$ cat config.mk
export PLATFORM = sky130hd
export DESIGN_NAME = epi_top
export DESIGN_NICKNAME = d
export VERILOG_FILES = /design/src/rtl/epi_pkg.sv /design/src/rtl/epi_det_if.sv /design/src/rtl/epi_sync.sv /design/src/rtl/epi_detect.sv /design/src/rtl/epi_top.sv
export SDC_FILE = /design/constraint.sdc
export NUM_CORES = 1
export LEC_CHECK = 0
export CAP_MARGIN = 20
export CORE_MARGIN = 10
export CORE_UTILIZATION = 59
export DETAILED_ROUTE_END_ITERATION = 8
export DONT_BUFFER_PORTS = 1
export PLACE_DENSITY = 0.77
export SYNTH_ARGS = -nofsm -noshare
export SYNTH_HDL_FRONTEND = slang
export SYNTH_HIERARCHICAL = 1
export SYNTH_SLANG_ARGS = --single-unit
$ cat constraint.sdc
create_clock -name mclk_i -period 1.76 [get_ports mclk_i]
set_input_delay 0.264 -clock mclk_i [delete_from_list [all_inputs] [get_ports mclk_i]]
set_output_delay 0.264 -clock mclk_i [all_outputs]
set_load 0.03 [all_outputs]
$ cat src/rtl/epi_pkg.sv
// Constants for the external pin interrupt unit: register map, field
// positions, reset values, vector and synchroniser depth.
// Assumes a single 10 MHz bus clock and a synchronous active-high reset.
package epi_pkg;

	// ----------------------------------------------------------------
	// Register map
	// ----------------------------------------------------------------
	localparam int          EPI_ADDR_W        = 4;
	localparam logic [3:0]  EPI_CTRL_OFFSET   = 4'h0;
	localparam logic [7:0]  EPI_CTRL_RESET    = 8'h00;

	// ----------------------------------------------------------------
	// Field positions of the control register
	// ----------------------------------------------------------------
	localparam int          EPI_MODE_BIT      = 0;
	localparam int          EPI_REQEN_BIT     = 1;
	localparam int          EPI_ACK_BIT       = 2;
	localparam int          EPI_FLAG_BIT      = 3;
	localparam int          EPI_PINEN_BIT     = 4;
	localparam int          EPI_POL_BIT       = 5;
	localparam int          EPI_PULLDIS_BIT   = 6;

	// ----------------------------------------------------------------
	// Vector and synchroniser
	// ----------------------------------------------------------------
	localparam logic [4:0]  EPI_VECTOR_NUM    = 5'h02;
	localparam logic [15:0] EPI_VECTOR_ADDR   = 16'hfffa;
	localparam int          EPI_SYNC_STAGES   = 2;

endpackage : epi_pkg

$ cat src/rtl/epi_det_if.sv
// Interface between the control logic and the edge/level detector.
// Assumes both ends share mclk_i.
`timescale 1ns/10ps
interface epi_det_if;
	logic level_s;    // Synchronised pin level
	logic polarity;   // 1 = rising/high
	logic pin_enable; // Pin function on
	logic edge_evt;   // One-cycle edge pulse
	logic level_act;  // Pin at asserted level

	modport det (input level_s, input polarity, input pin_enable,
		output edge_evt, output level_act);
	modport ctl (output level_s, output polarity, output pin_enable,
		input edge_evt, input level_act);
endinterface : epi_det_if

$ cat src/rtl/epi_sync.sv
// Pin synchroniser: a chain of flip-flops onto the bus clock.
// Assumes the pin may change at any time relative to mclk_i.
`timescale 1ns/10ps
module epi_sync
	import epi_pkg::*;
#(
	parameter int STAGES = EPI_SYNC_STAGES
) (
	input  wire logic mclk_i,
	input  wire logic reset_i,
	input  wire logic pin_i,
	output logic      level_o
);

	logic [STAGES-1:0] chain_reg;

	// Refuse a chain too short to settle metastability
	generate
		if (STAGES < 2) begin : g_bad
			$error("epi_sync needs at least two stages");
		end
	endgenerate

	// Shift chain; only the next stage reads each flop
	always_ff @(posedge mclk_i) begin
		if (reset_i) begin
			chain_reg <= '0;
		end else begin
			chain_reg <= {chain_reg[STAGES-2:0], pin_i};
		end
	end

	assign level_o = chain_reg[STAGES-1];
endmodule : epi_sync

$ cat src/rtl/epi_detect.sv
// Edge and level detector on the synchronised pin.
// Assumes level_s is already synchronous to mclk_i.
`timescale 1ns/10ps
module epi_detect (
	input  wire logic mclk_i,
	input  wire logic reset_i,
	epi_det_if.det    det
);

	logic prev_act_reg;
	logic prev_en_reg;
	logic prev_pol_reg;

	// Asserted level under the chosen polarity
	assign det.level_act = det.pin_enable &&
		(det.level_s == det.polarity);

	// Remember last cycle's view of the pin and settings
	always_ff @(posedge mclk_i) begin
		if (reset_i) begin
			prev_act_reg <= 1'b0;
			prev_en_reg  <= 1'b0;
			prev_pol_reg <= 1'b0;
		end else begin
			prev_act_reg <= det.level_act;
			prev_en_reg  <= det.pin_enable;
			prev_pol_reg <= det.polarity;
		end
	end

	// Deasserted to asserted; settings must be stable so that turning
	// the pin on or flipping polarity is not taken as an edge
	assign det.edge_evt = det.level_act && !prev_act_reg && prev_en_reg &&
		(prev_pol_reg == det.polarity);

endmodule : epi_detect

$ cat src/rtl/epi_top.sv
// External pin interrupt unit: control register, event flag, pull
// device control and CPU request with its fixed vector.
// Assumes a plain register port with read data one cycle after the
// read strobe, and a pin that may change at any time.
//
// Our own choices: the placing of the registers and the plain strobed port.
`timescale 1ns/10ps
module epi_top
	import epi_pkg::*;
#(
	parameter int SYNC_STAGES = EPI_SYNC_STAGES
) (
	input  wire logic                  mclk_i,
	input  wire logic                  reset_i,
	input  wire logic [EPI_ADDR_W-1:0] reg_addr_i,
	input  wire logic [7:0]            reg_wdata_i,
	input  wire logic                  reg_wr_i,
	input  wire logic                  reg_rd_i,
	output logic      [7:0]            reg_rdata_o,
	input  wire logic                  irq_pin_i,
	output logic                       pull_enable_o,
	output logic                       pull_down_o,
	output logic                       cpu_irq_o,
	output logic      [4:0]            vector_num_o,
	output logic      [15:0]           vector_addr_o
);

	// ----------------------------------------------------------------
	// Declarations
	// ----------------------------------------------------------------
	logic       mode_reg;
	logic       reqen_reg;
	logic       pinen_reg;
	logic       pol_reg;
	logic       pulldis_reg;
	logic       flag_reg;
	logic       flag_next;
	logic       ctrl_wr;
	logic       ctrl_rd;
	logic       ack_wr;
	logic       ack_honoured;
	logic       set_evt;
	logic [7:0] ctrl_view;
	logic [7:0] rdata_reg;
	logic       pull_en_reg;
	logic       pull_dn_reg;
	logic       irq_reg;
	logic       pin_level;

	epi_det_if det_bus ();

	// Refuse a synchroniser too short to settle the pin
	generate
		if (SYNC_STAGES < 2) begin : g_bad_sync
			$error("epi_top needs at least two synchroniser stages");
		end
	endgenerate

	// ----------------------------------------------------------------
	// Pin synchroniser and detector
	// ----------------------------------------------------------------

	// Chain of SYNC_STAGES flops (two by default) ahead of all detection
	epi_sync #(
		.STAGES (SYNC_STAGES)
	) u_sync (
		.mclk_i  (mclk_i),
		.reset_i (reset_i),
		.pin_i   (irq_pin_i),
		.level_o (pin_level)
	);

	// Feed detector with the synchronised level and settings
	assign det_bus.level_s    = pin_level;
	assign det_bus.polarity   = pol_reg;
	assign det_bus.pin_enable = pinen_reg;

	epi_detect u_detect (
		.mclk_i  (mclk_i),
		.reset_i (reset_i),
		.det     (det_bus.det)
	);

	// ----------------------------------------------------------------
	// Register decode
	// ----------------------------------------------------------------

	// Strobes qualified by the single control address
	assign ctrl_wr = reg_wr_i && (reg_addr_i == EPI_CTRL_OFFSET);
	assign ctrl_rd = reg_rd_i && (reg_addr_i == EPI_CTRL_OFFSET);
	assign ack_wr  = ctrl_wr && reg_wdata_i[EPI_ACK_BIT];

	// Control bits written by software
	always_ff @(posedge mclk_i) begin
		if (reset_i) begin
			mode_reg    <= EPI_CTRL_RESET[EPI_MODE_BIT];
			reqen_reg   <= EPI_CTRL_RESET[EPI_REQEN_BIT];
			pinen_reg   <= EPI_CTRL_RESET[EPI_PINEN_BIT];
			pol_reg     <= EPI_CTRL_RESET[EPI_POL_BIT];
			pulldis_reg <= EPI_CTRL_RESET[EPI_PULLDIS_BIT];
		end else if (ctrl_wr) begin
			mode_reg    <= reg_wdata_i[EPI_MODE_BIT];
			reqen_reg   <= reg_wdata_i[EPI_REQEN_BIT];
			pinen_reg   <= reg_wdata_i[EPI_PINEN_BIT];
			pol_reg     <= reg_wdata_i[EPI_POL_BIT];
			pulldis_reg <= reg_wdata_i[EPI_PULLDIS_BIT];
		end
	end

	// ----------------------------------------------------------------
	// Event flag
	// ----------------------------------------------------------------

	// Edge always qualifies; in level mode the asserted level does too
	assign set_evt = det_bus.edge_evt ||
		(mode_reg && det_bus.level_act);

	// Acknowledge is void in level mode while the pin stays asserted
	assign ack_honoured = ack_wr &&
		!(mode_reg && det_bus.level_act);

	// A set in the same cycle as an acknowledge wins
	always_comb begin
		flag_next = flag_reg;
		if (ack_honoured) begin
			flag_next = 1'b0;
		end
		if (set_evt) begin
			flag_next = 1'b1;
		end
	end

	// Flag register
	always_ff @(posedge mclk_i) begin
		if (reset_i) begin
			flag_reg <= EPI_CTRL_RESET[EPI_FLAG_BIT];
		end else begin
			flag_reg <= flag_next;
		end
	end

	// ----------------------------------------------------------------
	// Read path
	// ----------------------------------------------------------------

	// Acknowledge and bit 7 always read as zero
	always_comb begin
		ctrl_view                  = 8'h00;
		ctrl_view[EPI_MODE_BIT]    = mode_reg;
		ctrl_view[EPI_REQEN_BIT]   = reqen_reg;
		ctrl_view[EPI_FLAG_BIT]    = flag_reg;
		ctrl_view[EPI_PINEN_BIT]   = pinen_reg;
		ctrl_view[EPI_POL_BIT]     = pol_reg;
		ctrl_view[EPI_PULLDIS_BIT] = pulldis_reg;
	end

	// Data for one cycle after the strobe; zero otherwise or unmapped
	always_ff @(posedge mclk_i) begin
		if (reset_i) begin
			rdata_reg <= 8'h00;
		end else if (ctrl_rd) begin
			rdata_reg <= ctrl_view;
		end else begin
			rdata_reg <= 8'h00;
		end
	end

	assign reg_rdata_o = rdata_reg;

	// ----------------------------------------------------------------
	// Pull device control
	// ----------------------------------------------------------------

	// Pull active only with pin function on and not disabled;
	// rising polarity turns it into a pulldown
	always_ff @(posedge mclk_i) begin
		if (reset_i) begin
			pull_en_reg <= 1'b0;
			pull_dn_reg <= 1'b0;
		end else begin
			pull_en_reg <= pinen_reg && !pulldis_reg;
			pull_dn_reg <= pinen_reg && pol_reg;
		end
	end

	assign pull_enable_o = pull_en_reg;
	assign pull_down_o   = pull_dn_reg;

	// ----------------------------------------------------------------
	// CPU request and vector
	// ----------------------------------------------------------------

	// Request follows the flag whenever requests are enabled
	always_ff @(posedge mclk_i) begin
		if (reset_i) begin
			irq_reg <= 1'b0;
		end else begin
			irq_reg <= flag_next && (ctrl_wr ? reg_wdata_i[EPI_REQEN_BIT]
				: reqen_reg);
		end
	end

	assign cpu_irq_o     = irq_reg;
	assign vector_num_o  = EPI_VECTOR_NUM;
	assign vector_addr_o = EPI_VECTOR_ADDR;

	// ----------------------------------------------------------------
	// Level run counter for the hold check
	// ----------------------------------------------------------------
	logic [2:0] level_run_reg;

	// Counts cycles of asserted level in level mode, saturating
	always_ff @(posedge mclk_i) begin
		if (reset_i) begin
			level_run_reg <= 3'h0;
		end else if (mode_reg && det_bus.level_act) begin
			if (level_run_reg != 3'h7) begin
				level_run_reg <= level_run_reg + 3'h1;
			end
		end else begin
			level_run_reg <= 3'h0;
		end
	end
endmodule : epi_top

==> summary.md <==
| Metric | Value |
|---|---|
| Status | `finished, final reports clean` |
| Cell internal pwr | `roughly 600 uW` |
| HPWL after DPL | `about 1200 um` |
| Fin Setup TNS | `0 ps` |
| Worst r2r src | `det_bus.polarity` |
| GRT Overall Usage | `a little under a tenth` |
| Tcrit/Tclk final | `a little over four fifths` |
| Sw power | `approximately 210 uW` |
| Post-Synth Adder-Cell Area | `0%` |
| Final Net Count | `between 100 and 150` |
| Post-synthesis xor/xnor area fraction | `less than 1%` |
| Worst Path Class, Setup | `flip-flop to flip-flop` |
| DRC errors left | `0` |
| R2R Setup Slk | `around 270 ps` |
| Reg2reg end | `cpu_irq_o` |
| PortBufs | `0` |
| Hold path start | `reset_i` |
| DRT Pass-1 Iters | `2` |
| FF-to-FF path depth | `4` |
| Yosys top cell area share | `44.4%` |
| Top-Level Pins | `slightly below 50` |
| Final global-route overflow total | `0` |
| Core Region | `approximately 0.0015 mm2` |
| YS warnings | `6` |
| Worst VDD drop | `0.000542 V` |
| Post-Syn Area per Cell | `approximately 9.6 um2` |
| Area contributors post-synth | `dfxtp_1, buf_4, and2_1, a21oi_1, nand3_1` |
| Clk root buf | `clkbuf_4` |
| Element type at the critical path start | `flip-flop` |
| TritonCTS Sinks | `20` |
| Drt first-iter violations | `9` |
| Post-synthesis compound-gate area fraction | `11.8%` |
| Setup ws final | `roughly 270 ps` |
| Post-CTS Setup Inserts | `0` |
| Leakage power total | `between 0.3 and 0.4 nW` |
| First-pass GRT wire length | `roughly 2500 um` |
| Most frequent cells after synthesis | `buf_4, dfxtp_1, and2_1` |
| Worst skew pair latency | `roughly 290 ps` |
| Hold/Removal Path Class | `primary input to flip-flop` |
| Library cells used by synthesis | `25` |
| Area leader, netlist | `dfxtp_1` |
| Switch share | `approximately a quarter` |
| Layout cell share with drive strength beyond 1 | `about a tenth` |
| Fin cells | `approximately 110` |
| Seq pwr share | `roughly 57%` |
| Mapped Area | `about 900 um2` |
| Worst slack, placed | `between 200 and 300 ps` |
| Post-layout util | `roughly 59%` |
| Largest family of logic cells by synthesized area | `buffers and inverters` |
| Syn Inst Count | `94` |
| Post-route minimum period | `1490 ps` |
| Vias in the first global route | `608` |
| Dpl cells | `between 100 and 150` |
| Clk buf depth | `2` |
| Final setup fails | `0` |
| Req. time, crit path | `approximately 2000 ps` |
| Asr flop ratio synth | `0%` |
| Sequential share of the synthesized area | `~44%` |
| Die footprint | `roughly 0.0035 mm2` |
| Die height | `about 59 um` |
| Vias/cell | `4.81` |
| Worst setup EP type | `flip-flop` |
| TritonCTS clock tree | `done` |
| Post-synthesis mux area share | `0%` |
| WL per Instance | `between 10 and 15 um` |
| Count of pins over their slew limit | `0` |
| CP Max Fanout | `7` |
| CP Launch Point | `det_bus.polarity` |
| Die Wd | `around 59 um` |
| Final wirelength | `1550 um` |
| # H-tree levels | `1` |
| Reg clk slew, reported paths | `roughly 110 ps` |
| Number of synthesized flops with an enable pin | `0` |
| Fmax | `roughly 670 MHz` |
| Initial antenna violation count | `0` |
| Post-route ant nets | `0` |
| Post-Synth Simple-Gate Area | `roughly 20%` |
| Initial Utilization | `approximately three fifths` |
| RSZ-0062 raised after global routing | `no` |
| Crit path DAT | `between 1500 and 2000 ps` |
| Count leader, synth | `buf_4` |
| Via count | `~540` |
| Largest net degree at the start of global routing | `16` |
| Flops & latches, synth | `20` |
| Diode count | `0` |
| Top FF cell, synth | `dfxtp_1` |
| Setup crit end | `cpu_irq_o` |
| Clock power frac | `between 30% and 40%` |
| Pwr/cell area | `a little over 900 mW/mm2` |
| Fin. Hold Viols | `0` |
| Clock Skew | `around 5.8 ps` |
| Rows | `14` |
| Gpl congestion | `between 0.7 and 0.8` |
| Max_cap viols | `0` |
| TritonCTS Buffers | `3` |
| Comb pwr share | `a little over a tenth` |
| Area growth from synthesis to layout | `-3.88%` |
| Largest register FFs | `6` |
metrics by stage:
| stage | instance area, um2 | hold slack (ps) | power, mW |
|---|---|---|---|
| 3_5_place_dp | 821 | 338 | 0.551 |
| 2_1_floorplan | 981 | 336 | 0.591 |
| 5_1_grt | 867 | 3.40 | 0.838 |
| 3_3_place_gp | 821 | 336 | 0.551 |
| 4_1_cts | 857 | 20.6 | 0.798 |
| 6_report | 867 | 23.0 | 0.799 |
power groups by stage:
stage               Combinational (mW)  Clock (mW)  Sequential (mW)
floorplan                        0.122           0            0.469
global placement                0.0809           0            0.470
detailed placement              0.0809           0            0.470
CTS                             0.0810       0.258            0.460
global route                    0.0914       0.286            0.461
finish                          0.0857       0.254            0.460
logic make-up after synthesis:
logic type	after synthesis
other cells	2
compound gates	17
buf+inv	27
xor+xnor	1
flops	20
simple gates	27
cell usage in the layout (no fill, tap or decap):
cell type,count
a211o_1,1
a211oi_2,1
a21oi_1,6
a221oi_1,1
and2_1,8
and3b_1,1
buf_4,1
clkbuf_4,3
clkbuf_8,1
conb_1,23
dfxtp_1,20
dlygate4sd3_1,1
inv_1,2
nand2_1,2
nand2b_1,1
nand3_1,6
nor2b_1,4
nor3b_1,1
nor3b_4,1
nor4_2,1
o211ai_1,1
o21ai_1,6
o32ai_1,1
or3_1,1
or4_4,1
xnor2_1,1
metal layers:
layer,global-route usage (%),part of all wire [%]
met3,5.58,14
met1,9.90,43
met4,6.23,2.2
met5,0,0
met2,12.9,41
worst max-delay path, stage by stage, from the launching register on:
cell and delay (ps):
dfxtp_1 380, or3_1 370, a211oi_2 270, a221oi_1 100, o32ai_1 290
area by class of cell:
class,count,area (um2)
fill,138,604
tap,16,20.0
sequential,20,400
timing repair buffer,2,17.5
multi-input combinational,68,385
clock buffer,4,36.3
inverter,2,7.51
how the worst min path moves through the flow:
stage / end / cells after the start
2_1_floorplan: u_detect/prev_pol_reg / 1
3_3_place_gp: flag_reg / 1
3_5_place_dp: reqen_reg / 1
4_1_cts: reqen_reg / 1
5_1_grt: det_bus.pin_enable / 1
6_report: det_bus.pin_enable / 1
what timing repair did:
action	CTS	global route
setup endpoints to repair	0	0
hold endpoints to repair	0	1
hold buffers	0	1
resized for setup	0	0
Power figures use the tool's default switching activity.
